[src/shared/spm_defines.vh]
// Constants for the flash power-mode and signature logic.
// Assumes inclusion by the rtl files; all timing counted in mclk cycles.
`ifndef SPM_DEFINES_VH
`define SPM_DEFINES_VH
// Opcode defaults
`define SPM_OP_DEEP_SLEEP   8'hB9
`define SPM_OP_WAKE_ID      8'hAB
`define SPM_OP_WRITE_EN     8'h06
`define SPM_OP_WRITE_DIS    8'h04
`define SPM_OP_PAGE_PROG    8'h02
`define SPM_OP_SECTOR_ERASE 8'hD8
`define SPM_OP_BULK_ERASE   8'hC7
`define SPM_OP_STATUS_WRITE 8'h01
// Identity byte, arbitrary value
`define SPM_ID_BYTE         8'h5A
// Clock rate in kHz
`define SPM_CLK_KHZ         10000
// Delays in ns, from printed or chosen values
`define SPM_T_DP_NS         3000
`define SPM_T_RES1_NS       3000
`define SPM_T_RES2_NS       1800
`define SPM_T_PUW_NS        1000000
// Cycle counts, least times rounded up
`define SPM_CYC(ns) (((ns) * (`SPM_CLK_KHZ / 1000) + 999) / 1000)
// Mode codes
`define SPM_MODE_STANDBY    2'h0
`define SPM_MODE_ACTIVE     2'h1
`define SPM_MODE_DEEP       2'h2
`define SPM_MODE_WAKING     2'h3
`endif

[src/rtl/spm_timer.v]
// Down-counting delay timer used for each power-mode wait.
// Assumes one clock, synchronous reset; load wins over counting.
`timescale 1ns/1ns
module spm_timer #(
    parameter WIDTH = 24
) (
    // Clock and reset
    input  wire             mclk,
    input  wire             sys_rst,
    // Control
    input  wire             load,
    input  wire [WIDTH-1:0] count,
    // Status
    output wire             busy,
    output reg              done
);
    reg [WIDTH-1:0] cnt_r;  // Remaining cycles

    // Count down; done pulses in the cycle the count reaches zero
    always @(posedge mclk) begin
        if (sys_rst) begin
            cnt_r <= {WIDTH{1'b0}};
            done  <= 1'b0;
        end else if (load) begin
            cnt_r <= count;
            done  <= 1'b0;
        end else if (cnt_r != {WIDTH{1'b0}}) begin
            cnt_r <= cnt_r - {{(WIDTH-1){1'b0}}, 1'b1};
            done  <= (cnt_r == {{(WIDTH-1){1'b0}}, 1'b1});
        end else begin
            done  <= 1'b0;
        end
    end

    assign busy = (cnt_r != {WIDTH{1'b0}});
endmodule

[src/rtl/spm_power_ctrl.v]
// Power-mode, identity readout and write lockout of a serial flash.
// Assumes SPI pins arrive asynchronously to mclk and are oversampled.
`timescale 1ns/1ns
`include "spm_defines.vh"
module spm_power_ctrl #(
    parameter [7:0] OP_DEEP_SLEEP   = `SPM_OP_DEEP_SLEEP,
    parameter [7:0] OP_WAKE_ID      = `SPM_OP_WAKE_ID,
    parameter [7:0] ID_BYTE         = `SPM_ID_BYTE,
    parameter       DP_CYC          = `SPM_CYC(`SPM_T_DP_NS),
    parameter       RES1_CYC        = `SPM_CYC(`SPM_T_RES1_NS),
    parameter       RES2_CYC        = `SPM_CYC(`SPM_T_RES2_NS),
    parameter       PUW_CYC         = `SPM_CYC(`SPM_T_PUW_NS)
) (
    // Clock and power-on reset
    input  wire       mclk,
    input  wire       sys_rst,
    // SPI pins from the host
    input  wire       spi_cs_n,
    input  wire       spi_sck,
    input  wire       spi_mosi,
    // SPI data out, three-state
    output reg        spi_miso,
    output reg        spi_miso_oe,
    // Internal write cycle status from the array engine
    input  wire       cycle_busy,
    // Write command qualification from the decoder
    input  wire       write_cmd_seen,
    output wire       write_cmd_allow,
    // Write enable latch control from the decoder
    input  wire       wel_set,
    input  wire       wel_clear,
    // Status
    output reg        write_in_progress_flag,
    output reg        write_enable_latch_flag,
    output reg  [1:0] power_mode,
    output reg        deep_sleep_active
);
    localparam TW = 24;
    // Decoder states
    localparam [2:0] ST_IDLE  = 3'h0;
    localparam [2:0] ST_OP    = 3'h1;
    localparam [2:0] ST_DUMMY = 3'h2;
    localparam [2:0] ST_ID    = 3'h3;
    localparam [2:0] ST_DS8   = 3'h4;
    localparam [2:0] ST_SKIP  = 3'h5;

    // Synchronisers: first stage read only by the second
    reg [1:0] cs_s_r;
    reg [1:0] sck_s_r;
    reg [1:0] mosi_s_r;
    reg       cs_d_r;                 // Delayed select for edges
    reg       sck_d_r;                // Delayed clock for edges

    reg [2:0] state_r;                // Decoder state
    reg [7:0] shift_r;                // Incoming bits
    reg [4:0] bitcnt_r;               // Bits in current phase
    reg [1:0] dumcnt_r;               // Dummy bytes counted
    reg [7:0] id_sh_r;                // Outgoing identity
    reg       id_full_r;              // One full identity sent
    reg       lockout_r;              // Write lockout active
    reg       deep_pend_r;            // Entry delay running
    reg       wake_pend_r;            // Release delay running

    // Timer controls
    reg           tmr_load;
    reg  [TW-1:0] tmr_count;
    wire          tmr_busy;
    wire          tmr_done;
    reg           puw_load_r;
    wire          puw_busy;
    wire          puw_done;

    // Edge strobes, all from synchronised copies
    wire cs_n      = cs_s_r[1];
    wire sck       = sck_s_r[1];
    wire mosi      = mosi_s_r[1];
    wire cs_fall   = cs_d_r & ~cs_n;
    wire cs_rise   = ~cs_d_r & cs_n;
    wire sck_rise  = ~sck_d_r & sck & ~cs_n;
    wire sck_fall  = sck_d_r & ~sck & ~cs_n;
    wire [7:0] byte_in = {shift_r[6:0], mosi};

    // Busy flag mirrors the array engine's self-timed cycle
    wire busy = cycle_busy;

    // Sample pins through two flops
    always @(posedge mclk) begin
        if (sys_rst) begin
            cs_s_r   <= 2'h3;
            sck_s_r  <= 2'h0;
            mosi_s_r <= 2'h0;
            cs_d_r   <= 1'b1;
            sck_d_r  <= 1'b0;
        end else begin
            cs_s_r   <= {cs_s_r[0], spi_cs_n};
            sck_s_r  <= {sck_s_r[0], spi_sck};
            mosi_s_r <= {mosi_s_r[0], spi_mosi};
            cs_d_r   <= cs_n;
            sck_d_r  <= sck;
        end
    end

    // Busy flag, one cycle registered
    always @(posedge mclk) begin
        if (sys_rst)
            write_in_progress_flag <= 1'b0;
        else
            write_in_progress_flag <= busy;
    end

    // Write enable latch; set beats clear, blocked in sleep or lockout
    always @(posedge mclk) begin
        if (sys_rst)
            write_enable_latch_flag <= 1'b0;
        else if (wel_set && write_cmd_allow)
            write_enable_latch_flag <= 1'b1;
        else if (wel_clear)
            write_enable_latch_flag <= 1'b0;
    end

    // Write lockout timer, loaded once after reset release
    always @(posedge mclk) begin
        if (sys_rst) begin
            puw_load_r <= 1'b1;
            lockout_r  <= 1'b1;
        end else begin
            puw_load_r <= 1'b0;
            if (puw_done)
                lockout_r <= 1'b0;
        end
    end

    // Write commands pass only when awake and lockout is over
    assign write_cmd_allow = write_cmd_seen & ~lockout_r &
                             (power_mode != `SPM_MODE_DEEP) &
                             (power_mode != `SPM_MODE_WAKING);

    // Serial decoder and power-mode sequencing
    always @(posedge mclk) begin
        if (sys_rst) begin
            state_r           <= ST_IDLE;
            shift_r           <= 8'h00;
            bitcnt_r          <= 5'h00;
            dumcnt_r          <= 2'h0;
            id_sh_r           <= 8'h00;
            id_full_r         <= 1'b0;
            spi_miso          <= 1'b0;
            spi_miso_oe       <= 1'b0;
            power_mode        <= `SPM_MODE_STANDBY;
            deep_sleep_active <= 1'b0;
            deep_pend_r       <= 1'b0;
            wake_pend_r       <= 1'b0;
            tmr_load          <= 1'b0;
            tmr_count         <= {TW{1'b0}};
        end else begin
            tmr_load <= 1'b0;
            // Timer completions
            if (tmr_done && deep_pend_r) begin
                deep_pend_r       <= 1'b0;
                power_mode        <= `SPM_MODE_DEEP;
                deep_sleep_active <= 1'b1;
            end
            if (tmr_done && wake_pend_r) begin
                wake_pend_r <= 1'b0;
                power_mode  <= `SPM_MODE_STANDBY;
            end
            // Selection starts a fresh instruction
            if (cs_fall) begin
                state_r   <= ST_OP;
                bitcnt_r  <= 5'h00;
                id_full_r <= 1'b0;
                if (power_mode == `SPM_MODE_STANDBY)
                    power_mode <= `SPM_MODE_ACTIVE;
            end else if (cs_n) begin
                spi_miso_oe <= 1'b0;
            end
            // Bit capture on rising serial clock
            if (sck_rise) begin
                shift_r <= byte_in;
                case (state_r)
                    ST_OP: begin
                        if (bitcnt_r == 5'd7) begin
                            bitcnt_r <= 5'h00;
                            // Not decoded while busy; sleep ignores others
                            if (byte_in == OP_WAKE_ID && !busy) begin
                                state_r  <= ST_DUMMY;
                                dumcnt_r <= 2'h0;
                            end else if (byte_in == OP_DEEP_SLEEP &&
                                         !busy && !deep_sleep_active &&
                                         !wake_pend_r)
                                state_r <= ST_DS8;
                            else
                                state_r <= ST_SKIP;
                        end else begin
                            bitcnt_r <= bitcnt_r + 5'h01;
                        end
                    end
                    ST_DUMMY: begin
                        if (bitcnt_r == 5'd7) begin
                            bitcnt_r <= 5'h00;
                            dumcnt_r <= dumcnt_r + 2'h1;
                            if (dumcnt_r == 2'h2) begin
                                state_r <= ST_ID;
                                id_sh_r <= ID_BYTE;
                            end
                        end else begin
                            bitcnt_r <= bitcnt_r + 5'h01;
                        end
                    end
                    ST_ID: begin
                        if (bitcnt_r == 5'd7) begin
                            bitcnt_r  <= 5'h00;
                            id_full_r <= 1'b1;
                            id_sh_r   <= ID_BYTE;
                        end else begin
                            bitcnt_r <= bitcnt_r + 5'h01;
                        end
                    end
                    ST_DS8:
                        state_r <= ST_SKIP;   // Ninth bit cancels
                    default: ;
                endcase
            end
            // Identity bits leave on the falling serial clock, MSB first
            if (sck_fall && state_r == ST_ID) begin
                spi_miso    <= id_sh_r[7];
                spi_miso_oe <= 1'b1;
                id_sh_r     <= {id_sh_r[6:0], id_sh_r[7]};
            end
            // Deselect ends the instruction
            if (cs_rise) begin
                state_r <= ST_IDLE;
                if (state_r == ST_DS8 && !busy) begin
                    deep_pend_r <= 1'b1;
                    tmr_load    <= 1'b1;
                    tmr_count   <= DP_CYC[TW-1:0];
                    power_mode  <= `SPM_MODE_STANDBY;
                end else if ((state_r == ST_DUMMY || state_r == ST_ID) &&
                             deep_sleep_active) begin
                    // Leave deep sleep; delay depends on read length
                    deep_sleep_active <= 1'b0;
                    wake_pend_r       <= 1'b1;
                    power_mode        <= `SPM_MODE_WAKING;
                    tmr_load          <= 1'b1;
                    tmr_count         <= id_full_r ?
                                         RES2_CYC[TW-1:0] :
                                         RES1_CYC[TW-1:0];
                end else if (!deep_sleep_active && !wake_pend_r &&
                             !deep_pend_r) begin
                    // Standby at once; busy keeps the part active
                    power_mode <= busy ? `SPM_MODE_ACTIVE :
                                         `SPM_MODE_STANDBY;
                end else if (deep_sleep_active) begin
                    power_mode <= `SPM_MODE_DEEP;
                end
            end
            // Busy cycle ending returns a deselected part to standby
            if (cs_n && !cs_rise && !busy &&
                power_mode == `SPM_MODE_ACTIVE)
                power_mode <= `SPM_MODE_STANDBY;
        end
    end

    // Shared timer for entry and release delays
    spm_timer #(.WIDTH(TW)) u_mode_tmr (
        .mclk    (mclk),
        .sys_rst (sys_rst),
        .load    (tmr_load),
        .count   (tmr_count),
        .busy    (tmr_busy),
        .done    (tmr_done)
    );

    // Lockout timer after power-on release
    spm_timer #(.WIDTH(TW)) u_puw_tmr (
        .mclk    (mclk),
        .sys_rst (sys_rst),
        .load    (puw_load_r),
        .count   (PUW_CYC[TW-1:0]),
        .busy    (puw_busy),
        .done    (puw_done)
    );
endmodule

[config.mk]
export PLATFORM = sky130hd
export DESIGN_NAME = spm_power_ctrl
export DESIGN_NICKNAME = d
export VERILOG_FILES = /design/src/rtl/spm_timer.v /design/src/rtl/spm_power_ctrl.v
export VERILOG_INCLUDE_DIRS = /design/src /design/src/shared
export SDC_FILE = /design/constraint.sdc
export NUM_CORES = 1
export LEC_CHECK = 0
export BUFFER_PORTS_ARGS = -buffer_cell sky130_fd_sc_hd__buf_2
export CORE_MARGIN = 2
export CORE_UTILIZATION = 55
export CTS_CLUSTER_SIZE = 24
export DETAILED_ROUTE_END_ITERATION = 8
export PLACE_DENSITY_LB_ADDON = 0.25
export REMOVE_ABC_BUFFERS = 1
export SYNTH_ARGS = -nofsm -noshare
export SYNTH_HDL_FRONTEND = slang
export SYNTH_HIERARCHICAL = 1
export SYNTH_SLANG_ARGS = --single-unit
[constraint.sdc]
create_clock -name mclk -period 2.65 [get_ports mclk]
set_input_delay 0.3975 -clock mclk [delete_from_list [all_inputs] [get_ports mclk]]
set_output_delay 0.3975 -clock mclk [all_outputs]
set_load 0.05 [all_outputs]
==> impl_metrics.ini, run 1 <==
[placement]
port-buffer-count = 16
finalWeightedCongestion = 0.858
hpwl_um = 7420
detailedPlace.worstSlack_ns = 0.318

[synthesis]
synth-async-reset-ratio_pct = 0
netlist.area_leader.share_pct = 39.1
yosysSeqAreaShare_pct = 39.1
synthFlopType = dfxtp_1
synth_edf_count = 0
synth_warnings = 6
yosys-top-cells-count = dfxtp_1 (98), nand2_1 (54), nor2_1 (47), a21oi_1 (38), xnor2_1 (28)
synth_cells = 569
synth_area_leaders = dfxtp_1 (39%), xnor2_1 (4.9%), nand2_1 (4.0%), a21oi_1 (3.8%), nor2_1 (3.5%)
yosysUniqueCellTypes = 87
avgSynthCellArea_sq_um = 8.83
synth.most_common_cell = dfxtp_1
synth_top_cell_by_area = dfxtp_1
ys_ff_latch = 98
netlist_area_sq_um = 5020

[global_route]
first_global_vias = 4048
overflow = 0
track_usage_pct = 22.7
antenna_found_initial = 0
grt_max_degree = 46
grt_pass1_wl_um = 18600

[pwr]
p_sw_mw = 1.67
power_leakage_nw = 1.96
seq_power_share_pct = 42.4
peakVddDrop_mv = 0.403
intPower_mw = 2.75
fin_total_pwr_mw = 4.43
power.density_nw_per_um2 = 805
swShare_pct = 37.8
p_comb_share_pct = 36.1
p_clk_share_pct = 21.6

[cells_and_area]
final_layout_size_suffix_gt1_share_pct = 12.3
fillers = 756
syn_to_final_growth_pct = 9.47
nNetsFinal = 628
antenna_cells = 0
post-route-util_pct = 62.4

[setup_path]
worst_setup_path_end_kind = register
required_ns = 2.94
cp.arrival_ns = 2.66
critPathKind = register to register
r2r-end = u_puw_tmr/cnt_r[22]
reg2reg_depth = 7
cp_max_fo = 5
r2r-start = u_puw_tmr/cnt_r[1]
regToRegSetupSlack_ns = 0.28
critPathLaunchType = register

[timing]
setup_viol = 0
hold_viol_final = 0
finalWorstSetupSlack_ns = 0.281
fin_skew_ns = 0.0112
setup-tns-final_ns = 0
fmax_mhz = 422
maxSlewHeadroom_pct = 50.4
rsz0062_at_grt = no
post-route-period-util_pct = 89.4
drv_slew = 0
worst_pin_slew_ns = 0.743
layout_min_cycle_time_ns = 2.37

[floorplan]
start_util_pct = 57.0
die_y_um = 99.6
ios = 17
coreArea_sq_um = 8810
dieArea_sq_um = 9910
std_cell_rows = 34
fp.dieW_um = 99.6

[clock_network]
cts_setup_buffers = 0
cts_root_buffer = clkbuf_8
clk_transition_reported_paths_ns = 0.10
htreeDepth = 3
numCtsBuffers = 9
cts_hold_buf = 0
ctsResizeCount = 0
cts_sinks = 98
worstSkewPairLatency_ns = 0.37
cts_tree = yes
cts_max_path_buffers = 2

[routing]
firstDrtPassIters = 4
post_drt_wl_per_cell_um = 14.8
ant_nets = 0
drc = 0
via_count = 4222
first_iter_violations = 205
viasPerCell = 5.83
drt_wl_total_um = 10700

[min_path]
hold_start = spi_cs_n
holdPathEnd = cs_s_r[0]
hold_path_depth = 2
min_path_type = input port to register

[status]
status = completed

[run]
drv_cap = 0
==> power groups by stage <==
stage | registers, mW | logic [mW] | clock network, mW
3_3_place_gp | 1.89 | 1.53 | 0
6_report | 1.88 | 1.60 | 0.954
3_5_place_dp | 1.90 | 1.57 | 0
4_1_cts | 1.87 | 1.59 | 0.974
2_1_floorplan | 1.86 | 1.30 | 0
5_1_grt | 1.90 | 1.78 | 1.04
==> placed cells by master (no fill, tap or decap), types with 4 or more instances in the layout <==
master	count
nor4_2	4
or2_2	5
o31ai_1	4
o221a_1	4
buf_4	4
a211oi_1	8
nand2_1	54
nor3b_1	4
nand4b_1	4
a311oi_1	7
or3_1	6
nand4_1	8
a22oi_1	8
ha_1	8
nand3b_1	5
o21ai_0	14
nor2b_1	14
o22ai_1	10
or4_1	6
xor2_1	6
buf_2	16
dfxtp_1	98
nor4_1	11
nor2_1	47
a21oi_1	38
nand3_1	12
xnor2_1	28
nor4b_1	4
nor3_1	13
clkbuf_8	9
conb_1	44
or3b_1	4
o21ai_1	10
inv_1	15
nand2b_1	6
==> layout make-up <==
cell class	count	area (sq um)	share of cell area, %
well taps	108	135	2.46
multi-input cells	465	3020	54.8
clock inverters	7	71.3	1.30
inverters	16	60.1	1.09
repair buffers	21	130	2.37
clock buffers	9	124	2.25
flip-flops and latches	98	1960	35.7
==> flip-flops by register name, summed over array words and instances (netlist names), 2 cells and up <==
signal and count:
u_mode_tmr/cnt_r 24, u_puw_tmr/cnt_r 24, id_sh_r 8, shift_r 7, bitcnt_r 5, state_r 3
cs_s_r 2, dumcnt_r 2, mosi_s_r 2, power_mode 2, sck_s_r 2, tmr_count 2
==> critical path, cell delays in order, from the launching register on <==
cell	delay [ns]
dfxtp_1	0.33
inv_1	0.11
ha_1	0.21
or4b_1	0.54
or3_4	0.41
a2111oi_4	0.34
xnor2_1	0.13
a211oi_2	0.22
==> worst max path at each step <==
stage                     slack, ns  cells past startpoint             endpoint               start
after global placement         0.43                      7  u_puw_tmr/cnt_r[22]  u_puw_tmr/cnt_r[0]
final                          0.28                      7  u_puw_tmr/cnt_r[22]  u_puw_tmr/cnt_r[1]
after floorplan                0.49                      1      write_cmd_allow       power_mode[1]
after detailed placement       0.32                      7  u_puw_tmr/cnt_r[22]  u_puw_tmr/cnt_r[1]
after global routing           0.17                      7  u_puw_tmr/cnt_r[22]  u_puw_tmr/cnt_r[0]
after CTS                      0.28                      7  u_puw_tmr/cnt_r[22]  u_puw_tmr/cnt_r[1]
==> routing by layer <==
metal / GRT usage [%] / part of all wire, %
met1: 31.1 / 48
met5: 0 / 0
met3: 2.95 / 4.0
met2: 36.3 / 46
met4: 9.27 / 2.0
==> through the flow <==
step | area, sq um | hold slack, ns | cells
after floorplan | 5040 | 0.388 | 579
after global placement | 5300 | 0.400 | 708
after detailed placement | 5300 | 0.421 | 708
after CTS | 5500 | 0.203 | 724
after global routing | 5500 | 0.218 | 724
final | 5500 | 0.209 | 724
==> cell families after synthesis <==
logic type	count (synthesis)	synth area share, %
compound gates	139	19.7
xor+xnor	34	5.93
fa+ha+maj	8	1.99
buf+inv	48	4.04
flops	98	39.1
mux	3	0.697
other cells	2	0.150
simple gates	237	28.4
Power figures use the tool's default switching activity.
==> inputs of run 2 (changes only) <==
--- a/config.mk
+++ b/config.mk
@@ -11,7 +11,7 @@
 export CORE_UTILIZATION = 55
 export CTS_CLUSTER_SIZE = 24
 export DETAILED_ROUTE_END_ITERATION = 8
-export PLACE_DENSITY_LB_ADDON = 0.25
+export PLACE_DENSITY = 0.72
 export REMOVE_ABC_BUFFERS = 1
 export SYNTH_ARGS = -nofsm -noshare
 export SYNTH_HDL_FRONTEND = slang
==> run 2 against run 1 <==
Compared with the run above: first-iteration DRC count is 16% higher; sequential share of layout area is 0.089 points lower; count of clock-buffer cells in the layout stayed put; worst setup slack better by 0.020 ns; critical path depth is 1 lower; hold slack better by 0.0016 ns; register-to-register slack better by 0.02 ns; die area stayed put; combinational power hardly changed; largest cell class unchanged; highest routed layer unchanged.
==> impl_metrics.ini, run 2 (synthesis results as in run 1) <==
[timing]
hold_viol_final = 0
fmax_mhz = 426
post-route-period-util_pct = 88.6
fin_skew_ns = 0.0152
rsz0062_at_grt = no
layout_min_cycle_time_ns = 2.35
setup_viol = 0
worst_pin_slew_ns = 0.553
maxSlewHeadroom_pct = 62.7
setup-tns-final_ns = 0
drv_slew = 0

[setup_path]
cp.arrival_ns = 2.59
cpPeakStageDelay_ns = 0.58
r2r-end = u_puw_tmr/cnt_r[13]
cp-endpoint = u_puw_tmr/cnt_r[13]
reg2reg_depth = 6
r2r-start = u_puw_tmr/cnt_r[12]
regToRegSetupSlack_ns = 0.30
cp_slowest_cell = or4_4
cp_cell_sequence = or4_4, nor4_2, and3_1, inv_2, nand2_1, o21ai_0
critPathKind = register to register
worst_setup_path_end_kind = register
critPathLaunchType = register
startpoint = u_puw_tmr/cnt_r[12]
required_ns = 2.89
cp_max_fo = 9

[clock_network]
clk_transition_reported_paths_ns = 0.10
cts_max_path_buffers = 2
worstSkewPairLatency_ns = 0.37
cts_sinks = 98
ctsResizeCount = 0
cts_tree = yes
cts_setup_buffers = 0
numCtsBuffers = 9
cts_hold_buf = 0
htreeDepth = 3
cts_root_buffer = clkbuf_8

[pwr]
power.density_nw_per_um2 = 806
peakVddDrop_mv = 0.461
fin_total_pwr_mw = 4.44
power_leakage_nw = 1.97

[floorplan]
coreArea_sq_um = 8810
std_cell_rows = 34
ios = 17
fp.dieW_um = 99.6
die_y_um = 99.6
dieArea_sq_um = 9910
start_util_pct = 57.0

[global_route]
track_usage_pct = 22.8
overflow = 0
grt_max_degree = 26
grtUsageMet3_pct = 4.01
first_global_vias = 4061
antenna_found_initial = 0
grt_pass1_wl_um = 18900
grt_util_met2_pct = 38.1
global_route.usage.met1_pct = 30.2
top_usage_layer = met2

[routing]
drc = 0
drt_wl_total_um = 10700
via_count = 4141
firstDrtPassIters = 4
post_drt_wl_per_cell_um = 14.8
ant_nets = 0
viasPerCell = 5.69
first_iter_violations = 238

[min_path]
min_path_type = input port to register

[placement]
finalWeightedCongestion = 0.886
place_area_sq_um = 5320
hpwl_um = 7510
port-buffer-count = 16

[cells_and_area]
finalInstanceArea_sq_um = 5510
final_cell_mix = dfxtp_1 (98), nand2_1 (54), nor2_1 (47)
syn_to_final_growth_pct = 9.74
antenna_cells = 0
final_layout_size_suffix_gt1_share_pct = 12.9
fillers = 796
nNetsFinal = 632
reg_top3 = u_mode_tmr/cnt_r (24), u_puw_tmr/cnt_r (24), id_sh_r (8)
final_common_cell = dfxtp_1

[status]
status = completed

[run]
drv_cap = 0
## run 2: per-layer routing
metal | up-vias | wire length [um]
met5 | - | 0
met4 | 0 | 74
met3 | 5 | 296
met2 | 58 | 5100
met1 | 1936 | 5270
li1 | 2142 | -
## run 2: worst max-delay path: cells and delay by family (launching register included)
family / cells / cell delay [ns]
AND/OR/NAND/NOR: 4 / 1.57
flip-flops: 1 / 0.36
buffers and inverters: 1 / 0.18
AO/OA/AOI/OAI: 1 / 0.14
## run 2: final cells by class
class                           instances  area [sq um]  share of cell area, %
Clock buffer                            9           124                   2.25
Tap cell                              108           135                   2.45
Multi-Input combinational cell        465          3020                   54.7
Inverter                               16          60.1                   1.09
Sequential cell                        98          1960                   35.6
Timing Repair Buffer                   25           148                   2.68
Clock inverter                          7          67.6                   1.23
## run 2: power by group
part	internal [mW]	total, mW	switching (mW)	leakage (nW)
combinational	0.734	1.62	0.884	1.08
sequential	1.65	1.87	0.219	0.801
clock	0.370	0.957	0.587	0.0962
## run 2: worst min path at each step
stage / from / to / slack, ns / cells after the start
after floorplan: u_puw_tmr/done / lockout_r / 0.39 / 1
after global placement: u_puw_tmr/done / lockout_r / 0.40 / 1
after detailed placement: u_puw_tmr/done / lockout_r / 0.40 / 1
after CTS: spi_cs_n / cs_s_r[0] / 0.20 / 2
after global routing: spi_cs_n / cs_s_r[0] / 0.22 / 2
final: spi_cs_n / cs_s_r[0] / 0.21 / 2
## run 2: metrics by stage
stage	utilization, %	setup slack [ns]	hold WS [ns]	std cells
3_5_place_dp	60.4	0.333	0.404	712
6_report	62.6	0.302	0.210	728
4_1_cts	62.6	0.316	0.196	728
2_1_floorplan	-	0.491	0.388	579
5_1_grt	62.6	0.101	0.219	728
3_3_place_gp	60.4	0.435	0.404	712
==> inputs of run 3 (changes only) <==
==> constraint.sdc (replaced) <==
create_clock -name mclk -period 2.4 [get_ports mclk]
set_input_delay 0.36 -clock mclk [delete_from_list [all_inputs] [get_ports mclk]]
set_output_delay 0.36 -clock mclk [all_outputs]
set_load 0.05 [all_outputs]
==> run 3 against run 2 <==
Compared with the run above: clock power is 9% higher; sequential power is 11% higher; maximum frequency is 2.9% higher; count of clock-buffer cells in the layout stayed put; hold slack worse by 0.040 ns; combinational power is 9.9% higher; sequential share of layout area is 0.30 points lower; cell area is 0.84% higher; critical path type unchanged.
==> impl_metrics.ini, run 3 (synthesis results as in run 1) <==
[floorplan]
start_util_pct = 57.0
std_cell_rows = 34
coreArea_sq_um = 8810
fp.dieW_um = 99.6
die_y_um = 99.6
ios = 17
dieArea_sq_um = 9910

[cells_and_area]
reg_top3 = u_mode_tmr/cnt_r (24), u_puw_tmr/cnt_r (24), id_sh_r (8)
syn_to_final_growth_pct = 10.7
nNetsFinal = 634
antenna_cells = 0
final_common_cell = dfxtp_1
final_cell_mix = dfxtp_1 (98), nand2_1 (54), nor2_1 (47)
final_layout_size_suffix_gt1_share_pct = 13.5
finalInstanceArea_sq_um = 5560

[global_route]
overflow = 0
antenna_found_initial = 0
grt_max_degree = 44
first_global_vias = 4057
grt_pass1_wl_um = 18600
track_usage_pct = 22.7

[setup_path]
critPathLaunchType = register
required_ns = 2.69
worst_setup_path_end_kind = register
critPathKind = register to register
cp_max_fo = 5
reg2reg_depth = 7
cp.arrival_ns = 2.57

[clock_network]
cts_sinks = 98
worstSkewPairLatency_ns = 0.37
htreeDepth = 3
cts_hold_buf = 0
cts_tree = yes
cts_max_path_buffers = 2
numCtsBuffers = 9
clk_transition_reported_paths_ns = 0.10
cts_root_buffer = clkbuf_8

[routing]
drt_wl_total_um = 10700
ant_nets = 0
firstDrtPassIters = 4
via_count = 4187
drc = 0
first_iter_violations = 204
viasPerCell = 5.74
post_drt_wl_per_cell_um = 14.6

[pwr]
peakVddDrop_mv = 0.541
fin_total_pwr_mw = 4.89
power.density_nw_per_um2 = 880
power_leakage_nw = 1.99

[timing]
layout_min_cycle_time_ns = 2.28
timing.hold.ws_ns = 0.170
fin_skew_ns = 0.00840
maxSlewHeadroom_pct = 51.8
fmax_mhz = 438
setup_viol = 0
hold_viol_final = 0
drv_slew = 0
post-route-period-util_pct = 95.1
worst_pin_slew_ns = 0.722

[placement]
hpwl_um = 7450
place_area_sq_um = 5350
finalWeightedCongestion = 0.854
port-buffer-count = 16

[status]
status = completed

[min_path]
min_path_type = input port to register
hold_path_depth = 2

[run]
drv_cap = 0
run 3: changes by cell type in the layout (fill, tap and decap cells not counted):
cell	change
inv_6	-1
ha_1	-1
ha_2	+1
buf_4	+1
buf_12	+1
xnor2_1	-1
clkinvlp_4	+1
clkinv_8	+2
inv_8	-2
xnor2_2	+1
run 3: worst paths after layout:
kind | from | endpoint | slack (ns)
setup / recovery | u_puw_tmr/cnt_r[1] | u_puw_tmr/cnt_r[22] | 0.12
hold / removal | spi_cs_n | cs_s_r[0] | 0.17
setup reg to reg | u_puw_tmr/cnt_r[1] | u_puw_tmr/cnt_r[22] | 0.12
hold reg to reg | u_puw_tmr/done | lockout_r | 0.44
run 3: cell type report:
type / count / area [sq um]
fillers: 779 / 3250
multi-input cells: 465 / 3030
flip-flops and latches: 98 / 1960
repair buffers: 27 / 175
well taps: 108 / 135
clock inverters: 7 / 76.3
clock buffers: 9 / 124
inverters: 16 / 60.1
run 3: where the power goes:
| part | leakage, nW | switching, mW | internal, mW |
|---|---|---|---|
| clock network | 0.0935 | 0.638 | 0.407 |
| registers | 0.801 | 0.244 | 1.82 |
| logic | 1.09 | 0.961 | 0.818 |
run 3: metrics by stage:
stage / setup TNS [ns] / worst slack, ns / utilization (%) / instances
after global routing: -0.0136 / -0.0136 / 63.1 / 730
final: 0 / 0.118 / 63.1 / 730
after global placement: 0 / 0.239 / 60.7 / 714
after CTS: 0 / 0.123 / 63.0 / 730
after detailed placement: 0 / 0.155 / 60.7 / 714
after floorplan: 0 / 0.251 / - / 579
run 3: what timing repair did:
action	CTS	global route
endpoints found under the setup margin	0	1
gates resized for setup	0	2
setup buffers	0	0
run 3: metal layers:
metal	GRT usage, %	vias to the layer above	routed length, um
li1	-	2146	-
met1	29.3	1978	5050
met2	38.2	59	5150
met3	5.69	4	395
met4	5.48	0	53
met5	0	-	0
run 3: worst max-delay path, stage by stage, from the launching register on:
cell and delay, ns:
dfxtp_1 0.32, inv_1 0.12, ha_2 0.21, or4b_1 0.46, or3_4 0.39, a2111oi_4 0.37, xnor2_2 0.10, a211oi_2 0.23
